--- src/core/urs_pkg.sv ---
// Operation
// four read/write bytes hold the two resume and two pause characters.
// power-up sets divisor high byte to 0x00 and low byte to 0x01.
// the reset input leaves both divisor bytes; only power-up sets them.
// receive and transmit holding contents are undefined after reset.
// reset clears interrupt enable, fifo, line and modem control to 0x00.
// reset sets interrupt identification to 0x01, no interrupt pending.
// reset sets line status to 0x60, both transmitter empty flags set.
// reset clears the four low change bits of modem status.
// after reset the high modem status nibble shows inputs inverted.
// reset sets the scratchpad to 0xFF.
// reset sets the enhanced mode select register to 0x80.
// reset clears fifo level, enhanced feature and fifo count registers.
// reset clears all four flow control character registers.
// reset drives transmit, output two, rts and dtr outputs high.
// reset drives receive-ready high and transmit-ready low.
// reset leaves the interrupt output undriven.
// both channels take the same reset state independently.
package urs_pkg;
  localparam int NUM_CH = 2;
  // register offsets, general set
  localparam logic [2:0] OFS_HOLD = 3'h0;
  localparam logic [2:0] OFS_INT_EN = 3'h1;
  localparam logic [2:0] OFS_IDENT = 3'h2;
  localparam logic [2:0] OFS_LINE_CTRL = 3'h3;
  localparam logic [2:0] OFS_MODEM_CTRL = 3'h4;
  localparam logic [2:0] OFS_LINE_STAT = 3'h5;
  localparam logic [2:0] OFS_MODEM_STAT = 3'h6;
  localparam logic [2:0] OFS_SCRATCH = 3'h7;
  // offsets with divisor latch access set
  localparam logic [2:0] OFS_DIV_LO = 3'h0;
  localparam logic [2:0] OFS_DIV_HI = 3'h1;
  localparam logic [2:0] OFS_FIFO_LEVEL = 3'h4;
  localparam logic [2:0] OFS_FIFO_COUNT = 3'h5;
  localparam logic [2:0] OFS_ENH_MODE = 3'h7;
  // offsets in the enhanced set
  localparam logic [2:0] OFS_ENH_FEAT = 3'h2;
  localparam logic [2:0] OFS_RESUME1 = 3'h4;
  localparam logic [2:0] OFS_RESUME2 = 3'h5;
  localparam logic [2:0] OFS_PAUSE1 = 3'h6;
  localparam logic [2:0] OFS_PAUSE2 = 3'h7;
  localparam logic [7:0] LINE_CTRL_ENH_KEY = 8'hBF;
  // field positions
  localparam int LINE_DLAB_BIT = 7;
  localparam int LINE_BREAK_BIT = 6;
  localparam int MDM_DTR_BIT = 0;
  localparam int MDM_RTS_BIT = 1;
  localparam int MDM_OUT2_BIT = 3;
  localparam int INTEN_MODEM_BIT = 3;
  localparam int FIFO_ENABLE_BIT = 0;
  localparam int FEAT_ENH_BIT = 4;
  localparam logic [7:0] INTEN_ENH_MASK = 8'hF0;
  localparam logic [7:0] FIFO_ENH_MASK = 8'h30;
  localparam logic [7:0] MDM_ENH_MASK = 8'hE0;
  localparam logic [7:0] FIFO_SELF_CLR_MASK = 8'h06;
  localparam logic [3:0] IDENT_NONE = 4'h1;
  localparam logic [3:0] IDENT_MODEM = 4'h0;
  // reset values
  localparam logic [7:0] DIV_HI_POWER_UP = 8'h00;
  localparam logic [7:0] DIV_LO_POWER_UP = 8'h01;
  localparam logic [7:0] CLEAR_RST = 8'h00;
  localparam logic [7:0] IDENT_RST = 8'h01;
  localparam logic [7:0] LINE_STAT_RST = 8'h60;
  localparam logic [7:0] SCRATCH_RST = 8'hFF;
  localparam logic [7:0] ENH_MODE_RST = 8'h80;
  localparam logic [3:0] DELTA_RST = 4'h0;
endpackage : urs_pkg

--- src/core/urs_divisor.sv ---
`timescale 1ns/10ps
// baud divisor bytes, set by host writes and reset only by the power-up reset
module urs_divisor (
  // clock and power-up reset
  input wire logic clk_i,
  input wire logic power_on_n_i,
  // write strobes and data
  input wire logic wr_lo_i,
  input wire logic wr_hi_i,
  input wire logic [7:0] wdata_i,
  // divisor bytes
  output logic [7:0] div_lo_o,
  output logic [7:0] div_hi_o
);
  logic [7:0] div_lo_q, div_lo_d;
  logic [7:0] div_hi_q, div_hi_d;

  // next values from host writes
  always_comb begin
    div_lo_d = wr_lo_i ? wdata_i : div_lo_q;
    div_hi_d = wr_hi_i ? wdata_i : div_hi_q;
  end

  // the channel reset is deliberately not wired here
  always_ff @(posedge clk_i or negedge power_on_n_i) begin
    if (!power_on_n_i) begin
      div_lo_q <= urs_pkg::DIV_LO_POWER_UP;
      div_hi_q <= urs_pkg::DIV_HI_POWER_UP;
    end else begin
      div_lo_q <= div_lo_d;
      div_hi_q <= div_hi_d;
    end
  end

  assign div_lo_o = div_lo_q;
  assign div_hi_o = div_hi_q;
endmodule : urs_divisor

--- src/core/urs_modem_track.sv ---
`timescale 1ns/10ps
// modem status: live inverted levels over sticky change bits
module urs_modem_track (
  // clock and reset
  input wire logic clk_i,
  input wire logic rst_n_i,
  // modem inputs, active low: {cd, ri, dsr, cts}
  input wire logic [3:0] modem_n_i,
  // read of the status clears the change bits
  input wire logic clr_i,
  output logic [7:0] status_o
);
  logic [3:0] level;
  logic [3:0] prev_q, prev_d;
  logic [3:0] delta_q, delta_d;
  logic primed_q, primed_d;
  logic [3:0] event_w;

  assign level = ~modem_n_i;

  // ring indicator flags only its trailing edge
  always_comb begin
    event_w = '0;
    if (primed_q) begin
      event_w[0] = level[0] ^ prev_q[0];
      event_w[1] = level[1] ^ prev_q[1];
      event_w[2] = prev_q[2] & ~level[2];
      event_w[3] = level[3] ^ prev_q[3];
    end
    prev_d = level;
    primed_d = 1'b1;
    // an edge in the clearing cycle survives the clear
    delta_d = (clr_i ? 4'h0 : delta_q) | event_w;
  end

  // first cycle after reset only samples, so no false change
  always_ff @(posedge clk_i or negedge rst_n_i) begin
    if (!rst_n_i) begin
      prev_q <= 4'h0;
      primed_q <= 1'b0;
      delta_q <= urs_pkg::DELTA_RST;
    end else begin
      prev_q <= prev_d;
      primed_q <= primed_d;
      delta_q <= delta_d;
    end
  end

  assign status_o = {level, delta_q};
endmodule : urs_modem_track

--- src/core/urs_top.sv ---
`timescale 1ns/10ps
// register set and pin reset state of a two channel uart
module urs_top (
  // clock and resets
  input wire logic CLK_I,
  input wire logic RST_N_I,
  input wire logic POWER_ON_N_I,
  // parallel host bus
  input wire logic [2:0] A_I,
  input wire logic [1:0] CS_N_I,
  input wire logic IOR_N_I,
  input wire logic IOW_N_I,
  input wire logic [7:0] D_I,
  output logic [7:0] D_O,
  output logic D_OE_O,
  // modem inputs per channel
  input wire logic [1:0] CTS_N_I,
  input wire logic [1:0] DSR_N_I,
  input wire logic [1:0] RI_N_I,
  input wire logic [1:0] CD_N_I,
  // serial and modem outputs per channel
  output logic [1:0] TX_O,
  output logic [1:0] GP_OUT2_N_O,
  output logic [1:0] RTS_N_O,
  output logic [1:0] DTR_N_O,
  // ready and interrupt outputs per channel
  output logic [1:0] RX_READY_N_O,
  output logic [1:0] TX_READY_N_O,
  output logic [1:0] INT_O,
  output logic [1:0] INT_OE_O
);
  localparam int NCH = urs_pkg::NUM_CH;

  logic ior_q, ior_d;
  logic iow_q, iow_d;
  logic rd_stb, wr_stb;
  logic [7:0] d_out_q, d_out_d;
  logic d_oe_q, d_oe_d;
  logic [7:0] rdata_ch [NCH];

  // strobes act once, on their falling edge
  assign rd_stb = ior_q & ~IOR_N_I;
  assign wr_stb = iow_q & ~IOW_N_I;

  genvar g;
  generate
    for (g = 0; g < NCH; g++) begin : gen_ch
      logic wr, rd, dlab, enh, allow_enh;
      logic [7:0] int_enable_q, int_enable_d;
      logic [7:0] fifo_ctrl_q, fifo_ctrl_d;
      logic [7:0] line_ctrl_q, line_ctrl_d;
      logic [7:0] modem_ctrl_q, modem_ctrl_d;
      logic [7:0] scratch_q, scratch_d;
      logic [7:0] enh_mode_q, enh_mode_d;
      logic [7:0] enh_feat_q, enh_feat_d;
      logic [7:0] resume1_q, resume1_d;
      logic [7:0] resume2_q, resume2_d;
      logic [7:0] pause1_q, pause1_d;
      logic [7:0] pause2_q, pause2_d;
      logic [7:0] tx_hold_q, tx_hold_d;
      logic [7:0] line_stat;
      logic [7:0] int_ident;
      logic [7:0] modem_stat;
      logic [7:0] fifo_level;
      logic [7:0] fifo_count;
      logic [7:0] div_lo, div_hi;
      logic wr_div_lo, wr_div_hi, clr_modem;
      logic modem_pend;

      assign wr = wr_stb & ~CS_N_I[g];
      assign rd = rd_stb & ~CS_N_I[g];
      assign dlab = line_ctrl_q[urs_pkg::LINE_DLAB_BIT];
      assign enh = (line_ctrl_q == urs_pkg::LINE_CTRL_ENH_KEY);
      assign allow_enh = enh_feat_q[urs_pkg::FEAT_ENH_BIT];

      // no transmitter or receiver here, so status stays idle
      assign line_stat = urs_pkg::LINE_STAT_RST;
      assign fifo_level = urs_pkg::CLEAR_RST;
      assign fifo_count = urs_pkg::CLEAR_RST;

      // modem change is the only interrupt source in this block
      assign modem_pend = int_enable_q[urs_pkg::INTEN_MODEM_BIT]
                          & (|modem_stat[3:0]);
      always_comb begin
        int_ident = urs_pkg::IDENT_RST;
        int_ident[7:6] = {2{fifo_ctrl_q[urs_pkg::FIFO_ENABLE_BIT]}};
        int_ident[3:0] = modem_pend ? urs_pkg::IDENT_MODEM
                                    : urs_pkg::IDENT_NONE;
      end

      // divisor writes go to the power-up only store
      assign wr_div_lo = wr & dlab & (A_I == urs_pkg::OFS_DIV_LO);
      assign wr_div_hi = wr & dlab & (A_I == urs_pkg::OFS_DIV_HI);
      assign clr_modem = rd & ~enh & (A_I == urs_pkg::OFS_MODEM_STAT);

      urs_divisor u_div (
        .clk_i(CLK_I),
        .power_on_n_i(POWER_ON_N_I),
        .wr_lo_i(wr_div_lo),
        .wr_hi_i(wr_div_hi),
        .wdata_i(D_I),
        .div_lo_o(div_lo),
        .div_hi_o(div_hi)
      );

      urs_modem_track u_modem (
        .clk_i(CLK_I),
        .rst_n_i(RST_N_I),
        .modem_n_i({CD_N_I[g], RI_N_I[g], DSR_N_I[g], CTS_N_I[g]}),
        .clr_i(clr_modem),
        .status_o(modem_stat)
      );

      // host writes; enhanced bits only change while unlocked
      always_comb begin
        int_enable_d = int_enable_q;
        fifo_ctrl_d = fifo_ctrl_q & ~urs_pkg::FIFO_SELF_CLR_MASK;
        line_ctrl_d = line_ctrl_q;
        modem_ctrl_d = modem_ctrl_q;
        scratch_d = scratch_q;
        enh_mode_d = enh_mode_q;
        enh_feat_d = enh_feat_q;
        resume1_d = resume1_q;
        resume2_d = resume2_q;
        pause1_d = pause1_q;
        pause2_d = pause2_q;
        tx_hold_d = tx_hold_q;
        if (wr) begin
          unique case (A_I)
            urs_pkg::OFS_HOLD: begin
              if (!dlab) begin
                tx_hold_d = D_I;
              end
            end
            urs_pkg::OFS_INT_EN: begin
              if (!dlab) begin
                int_enable_d = allow_enh ? D_I
                  : (D_I & ~urs_pkg::INTEN_ENH_MASK)
                  | (int_enable_q & urs_pkg::INTEN_ENH_MASK);
              end
            end
            urs_pkg::OFS_IDENT: begin
              if (enh) begin
                enh_feat_d = D_I;
              end else if (!dlab) begin
                fifo_ctrl_d = (allow_enh ? D_I
                  : (D_I & ~urs_pkg::FIFO_ENH_MASK)
                  | (fifo_ctrl_q & urs_pkg::FIFO_ENH_MASK))
                  & ~urs_pkg::FIFO_SELF_CLR_MASK;
              end
            end
            urs_pkg::OFS_LINE_CTRL: begin
              line_ctrl_d = D_I;
            end
            urs_pkg::OFS_MODEM_CTRL: begin
              if (enh) begin
                resume1_d = D_I;
              end else if (!dlab) begin
                modem_ctrl_d = allow_enh ? D_I
                  : (D_I & ~urs_pkg::MDM_ENH_MASK)
                  | (modem_ctrl_q & urs_pkg::MDM_ENH_MASK);
              end
            end
            urs_pkg::OFS_LINE_STAT: begin
              if (enh) begin
                resume2_d = D_I;
              end
            end
            urs_pkg::OFS_MODEM_STAT: begin
              if (enh) begin
                pause1_d = D_I;
              end
            end
            urs_pkg::OFS_SCRATCH: begin
              if (enh) begin
                pause2_d = D_I;
              end else if (dlab) begin
                enh_mode_d = D_I;
              end else begin
                scratch_d = D_I;
              end
            end
          endcase
        end
      end

      // reset state; holding data is left without reset on purpose
      always_ff @(posedge CLK_I or negedge RST_N_I) begin
        if (!RST_N_I) begin
          int_enable_q <= urs_pkg::CLEAR_RST;
          fifo_ctrl_q <= urs_pkg::CLEAR_RST;
          line_ctrl_q <= urs_pkg::CLEAR_RST;
          modem_ctrl_q <= urs_pkg::CLEAR_RST;
          scratch_q <= urs_pkg::SCRATCH_RST;
          enh_mode_q <= urs_pkg::ENH_MODE_RST;
          enh_feat_q <= urs_pkg::CLEAR_RST;
          resume1_q <= urs_pkg::CLEAR_RST;
          resume2_q <= urs_pkg::CLEAR_RST;
          pause1_q <= urs_pkg::CLEAR_RST;
          pause2_q <= urs_pkg::CLEAR_RST;
        end else begin
          int_enable_q <= int_enable_d;
          fifo_ctrl_q <= fifo_ctrl_d;
          line_ctrl_q <= line_ctrl_d;
          modem_ctrl_q <= modem_ctrl_d;
          scratch_q <= scratch_d;
          enh_mode_q <= enh_mode_d;
          enh_feat_q <= enh_feat_d;
          resume1_q <= resume1_d;
          resume2_q <= resume2_d;
          pause1_q <= pause1_d;
          pause2_q <= pause2_d;
        end
      end

      // holding data carries no defined reset value
      always_ff @(posedge CLK_I) begin
        tx_hold_q <= tx_hold_d;
      end

      // read mux; receive holding reads back the last written byte
      always_comb begin
        rdata_ch[g] = urs_pkg::CLEAR_RST;
        unique case (A_I)
          urs_pkg::OFS_HOLD: begin
            rdata_ch[g] = dlab ? div_lo : tx_hold_q;
          end
          urs_pkg::OFS_INT_EN: begin
            rdata_ch[g] = dlab ? div_hi : int_enable_q;
          end
          urs_pkg::OFS_IDENT: begin
            rdata_ch[g] = enh ? enh_feat_q : int_ident;
          end
          urs_pkg::OFS_LINE_CTRL: begin
            rdata_ch[g] = line_ctrl_q;
          end
          urs_pkg::OFS_MODEM_CTRL: begin
            rdata_ch[g] = enh ? resume1_q
                        : (dlab ? fifo_level : modem_ctrl_q);
          end
          urs_pkg::OFS_LINE_STAT: begin
            rdata_ch[g] = enh ? resume2_q
                        : (dlab ? fifo_count : line_stat);
          end
          urs_pkg::OFS_MODEM_STAT: begin
            rdata_ch[g] = enh ? pause1_q : modem_stat;
          end
          urs_pkg::OFS_SCRATCH: begin
            rdata_ch[g] = enh ? pause2_q
                        : (dlab ? enh_mode_q : scratch_q);
          end
        endcase
      end

      // pins follow reset-cleared modem and line control
      assign TX_O[g] = ~line_ctrl_q[urs_pkg::LINE_BREAK_BIT];
      assign GP_OUT2_N_O[g] = ~modem_ctrl_q[urs_pkg::MDM_OUT2_BIT];
      assign RTS_N_O[g] = ~modem_ctrl_q[urs_pkg::MDM_RTS_BIT];
      assign DTR_N_O[g] = ~modem_ctrl_q[urs_pkg::MDM_DTR_BIT];
      // no receive data and no transmit backlog in this block
      assign RX_READY_N_O[g] = 1'b1;
      assign TX_READY_N_O[g] = 1'b0;
      // interrupt pin is driven only while output two is enabled
      assign INT_OE_O[g] = modem_ctrl_q[urs_pkg::MDM_OUT2_BIT];
      assign INT_O[g] = ~int_ident[0];
    end
  endgenerate

  // strobe history and registered read data, shared by channels
  always_comb begin
    ior_d = IOR_N_I;
    iow_d = IOW_N_I;
    d_oe_d = ~IOR_N_I & ~(&CS_N_I);
    d_out_d = d_out_q;
    if (rd_stb) begin
      // channel a wins if both selects are low
      d_out_d = !CS_N_I[0] ? rdata_ch[0] : rdata_ch[1];
    end
  end

  always_ff @(posedge CLK_I or negedge RST_N_I) begin
    if (!RST_N_I) begin
      ior_q <= 1'b1;
      iow_q <= 1'b1;
      d_oe_q <= 1'b0;
      d_out_q <= urs_pkg::CLEAR_RST;
    end else begin
      ior_q <= ior_d;
      iow_q <= iow_d;
      d_oe_q <= d_oe_d;
      d_out_q <= d_out_d;
    end
  end

  assign D_O = d_out_q;
  assign D_OE_O = d_oe_q;
endmodule : urs_top

--- config.mk ---
export PLATFORM = sky130hd
export DESIGN_NAME = urs_top
export DESIGN_NICKNAME = d
export VERILOG_FILES = /design/src/core/urs_pkg.sv /design/src/core/urs_divisor.sv /design/src/core/urs_modem_track.sv /design/src/core/urs_top.sv
export SDC_FILE = /design/constraint.sdc
export NUM_CORES = 1
export LEC_CHECK = 0
export BUFFER_PORTS_ARGS = -buffer_cell sky130_fd_sc_hd__buf_2
export CORE_MARGIN = 2
export CORE_UTILIZATION = 50
export CTS_CLUSTER_DIAMETER = 30
export DETAILED_ROUTE_END_ITERATION = 10
export PLACE_DENSITY = 0.67
export SYNTH_ARGS = -nofsm -noshare
export SYNTH_HDL_FRONTEND = slang
export SYNTH_SLANG_ARGS = --single-unit
--- constraint.sdc ---
create_clock -name CLK_I -period 4.4 [get_ports CLK_I]
set_clock_uncertainty 0.05 [all_clocks]
set_input_delay 0.88 -clock CLK_I [delete_from_list [all_inputs] [get_ports CLK_I]]
set_output_delay 0.88 -clock CLK_I [all_outputs]
set_load 0.05 [all_outputs]
==> metrics <==
RSZ-0062 raised after global routing false; Hold Crit Class in -> async; async set or reset register ratio after synthesis 93.3%; cts hold-fix bufs 0; status completed; Area Overhead vs Synth 19.6%; PwrDens 538 nW/um^2; final hold violation count 0; max_slew headroom 27.1%; crit path time final 2.96 ns; commonest cells after routing, fill and taps aside dfrtp_1 (200), mux2_2 (189), mux2i_1 (56); Slew Limit Fails 0; DR iter-0 viols 744; DRT antenna net count 0; clock share of power 54.8%; Reg-to-Reg End D_O[5]$_DFFE_PN0N_; post-synthesis cell type count 71; die area 23900 um^2; share of cells above drive strength 1 38.9%; via count 7913; number of buffers created by CTS 50; H-tree Lvls 2; R2R setup slack 1.67 ns; Port Buf Inserts 46; final net count 981; DR pass1 iterations 5; multi-input logic area 4860 um^2; Die X 154 um; PostCTS Resize Cnt 0; post-CTS setup buffer count 0; top post-synthesis cells by area dfrtp_1 (44%), mux2_2 (19%), dfstp_2 (5.1%); largest net degree at the start of global routing 160; GR Overflow Total 0; Net Sw Power 0.00181 W; DPL Wire Length 20.6 mm; post-synth design cell area 11300 um^2; critical path launch point A_I[1]; utilization after layout 60.4%; Reg2Reg Depth 6; commonest non-fill, non-tap cell in the layout dfrtp_1; Worst-Margin Slew 1.09 ns; overall routing resource usage 27.3%; share of power burned in registers 34.5%; setup ws final 1.44 ns; sw frac 24.9%; worst r2r src gen_ch[1].line_ctrl_q[6]$_DFFE_PN0P_; Worst-path clk slew 0.05 ns; max cap viols 0; Comb pwr share 10.7%; register area 6060 um^2; sequential cell area fraction in the yosys report 53.6%; Synth top area share 44.2%; Synth area leader dfrtp_1; startpoint types input pin; dominant synthesized flop cell dfrtp_1; crit path kind in -> reg; initial core utilization 50.5%; #FFs+latches synth 238; Setup violations, final 0; Filler Cell Count 1763; I/O pins 51; antenna diode count 0; core area 22400 um^2; leak pwr 6.27 nW; number of synthesized flops with an enable pin 16; CTS root buf clkbuf_16; Final period util 67.2%; setup_tns 0 ns; CTS Buffer Depth 3; Yosys warnings 0; hold slack final 0.183 ns; worst setup path endpoint D_O[5]$_DFFE_PN0N_; Avg Cell Area, Syn 12.5 um^2; Req. time, crit path 4.82 ns; Routed WL 31.6 mm; clk sinks 238; crit end category register; per-cell routed wire length 24.6 um; VDD IR-drop max 0.284 mV; total power 0.00728 W; pre-CTS setup slack 1.03 ns; Rows 55; Worst-Skew Late Latency 0.54 ns; vias in the first global route 7810; Internal 0.00547 W; Mapped Cells 904; die height 154 um; DRC errors left 0; initial antenna violation count 0; gpl congestion 0.988; CTS tree done; global-route wire length before repair 49.0 mm; CP arrival 3.37 ns; Vias per Instance 6.18; fmax 0.338 GHz; critical-path maximum fanout 38
-- power by group through the flow --
stage | Clock (W) | Combinational, W | Sequential, W
floorplan | 0 | 0.000509 | 0.00254
global placement | 0 | 0.000766 | 0.00254
detailed placement | 0 | 0.000773 | 0.00254
CTS | 0.00404 | 0.000776 | 0.00251
global route | 0.00415 | 0.000832 | 0.00253
finish | 0.00399 | 0.000778 | 0.00251
-- area by class of cell --
type | instances | share of cell area [%]
multi-input cells | 581 | 35.8
clock buffers | 66 | 10.3
flip-flops and latches | 238 | 44.8
repair buffers | 63 | 2.80
inverters | 21 | 0.582
clock inverters | 27 | 3.11
well taps | 285 | 2.63
-- per-stage QoR --
stage / std cells / cell area (um^2)
floorplan: 907 / 11300
global placement: 1188 / 11700
detailed placement: 1188 / 11700
CTS: 1281 / 13500
global route: 1281 / 13500
finish: 1281 / 13500
-- synth_stat cells, types with 6 or more instances --
cell	n
a211oi_1	6
a21oi_1	37
a221oi_1	14
a22o_1	9
a22oi_1	8
buf_2	21
buf_4	13
clkbuf_1	29
dfrtp_1	200
dfstp_2	22
edfxtp_1	16
inv_1	21
mux2_2	189
mux2i_1	56
nand2_1	48
nand2b_1	7
nand3_1	10
nor2_1	28
nor2_2	8
nor2b_1	6
nor3_1	8
o211ai_1	8
o21ai_0	32
o221ai_1	7
xnor2_1	6
-- logic make-up (layout without fill, tap and decap cells) --
family                    Yosys count  after routing  share of synthesized area [%]
AOI/OAI and AO/OA                 168            168                           10.4
xor gates and xnor gates            6              6                          0.464
buffers and inverters              88            177                           3.66
DFF                               238            238                           53.6
muxes                             249            249                           24.1
other                               2              5                         0.0663
and+or+nand+nor                   153            153                           7.68
-- worst min-delay path by stage --
| stage | from | cells past startpoint | endpoint | slack, ns |
|---|---|---|---|---|
| global route | RST_N_I | 1 | gen_ch[1].pause2_q[7]$_DFFE_PN0P_ | 0.19 |
| floorplan | gen_ch[0].pause2_q[5]$_DFFE_PN0P_ | 1 | gen_ch[0].pause2_q[5]$_DFFE_PN0P_ | 0.41 |
| finish | RST_N_I | 1 | gen_ch[1].pause2_q[7]$_DFFE_PN0P_ | 0.18 |
| CTS | RST_N_I | 1 | gen_ch[1].pause2_q[3]$_DFFE_PN0P_ | 0.18 |
| detailed placement | gen_ch[0].pause2_q[3]$_DFFE_PN0P_ | 1 | gen_ch[0].pause2_q[3]$_DFFE_PN0P_ | 0.42 |
| global placement | gen_ch[0].enh_feat_q[0]$_DFFE_PN0P_ | 1 | gen_ch[0].enh_feat_q[0]$_DFFE_PN0P_ | 0.42 |
-- registers in the layout, indices dropped and copies added (netlist names) --
register                 flops
gen_ch.u_modem.prev_q        8
ior_q                        1
gen_ch.resume2_q            16
gen_ch.resume1_q            16
gen_ch.line_ctrl_q          16
D_OE_O                       1
gen_ch.u_modem.primed_q      1
gen_ch.enh_feat_q           16
gen_ch.pause1_q             16
D_O                          8
gen_ch.modem_ctrl_q         16
gen_ch.scratch_q            16
gen_ch.int_enable_q         16
gen_ch.fifo_ctrl_q           2
gen_ch.u_modem.delta_q       8
gen_ch.u_div.div_hi_o       16
iow_q                        1
gen_ch.u_div.div_lo_o       16
gen_ch.enh_mode_q           16
gen_ch.tx_hold_q            16
gen_ch.pause2_q             16
-- metal layers --
metal	global-route usage (%)	wire, um
met5	0	0
met3	6.30	2990
met4	8.25	844
met1	40.4	14100
met2	40.1	13600
-- critical path, stage by stage --
cell and delay, ns:
buf_2 0.62, nor2b_1 0.76, a22oi_1 0.16, o221ai_1 0.27
o21ai_0 0.16, a311oi_1 0.35, a221o_1 0.16
Power figures use the tool's default switching activity.
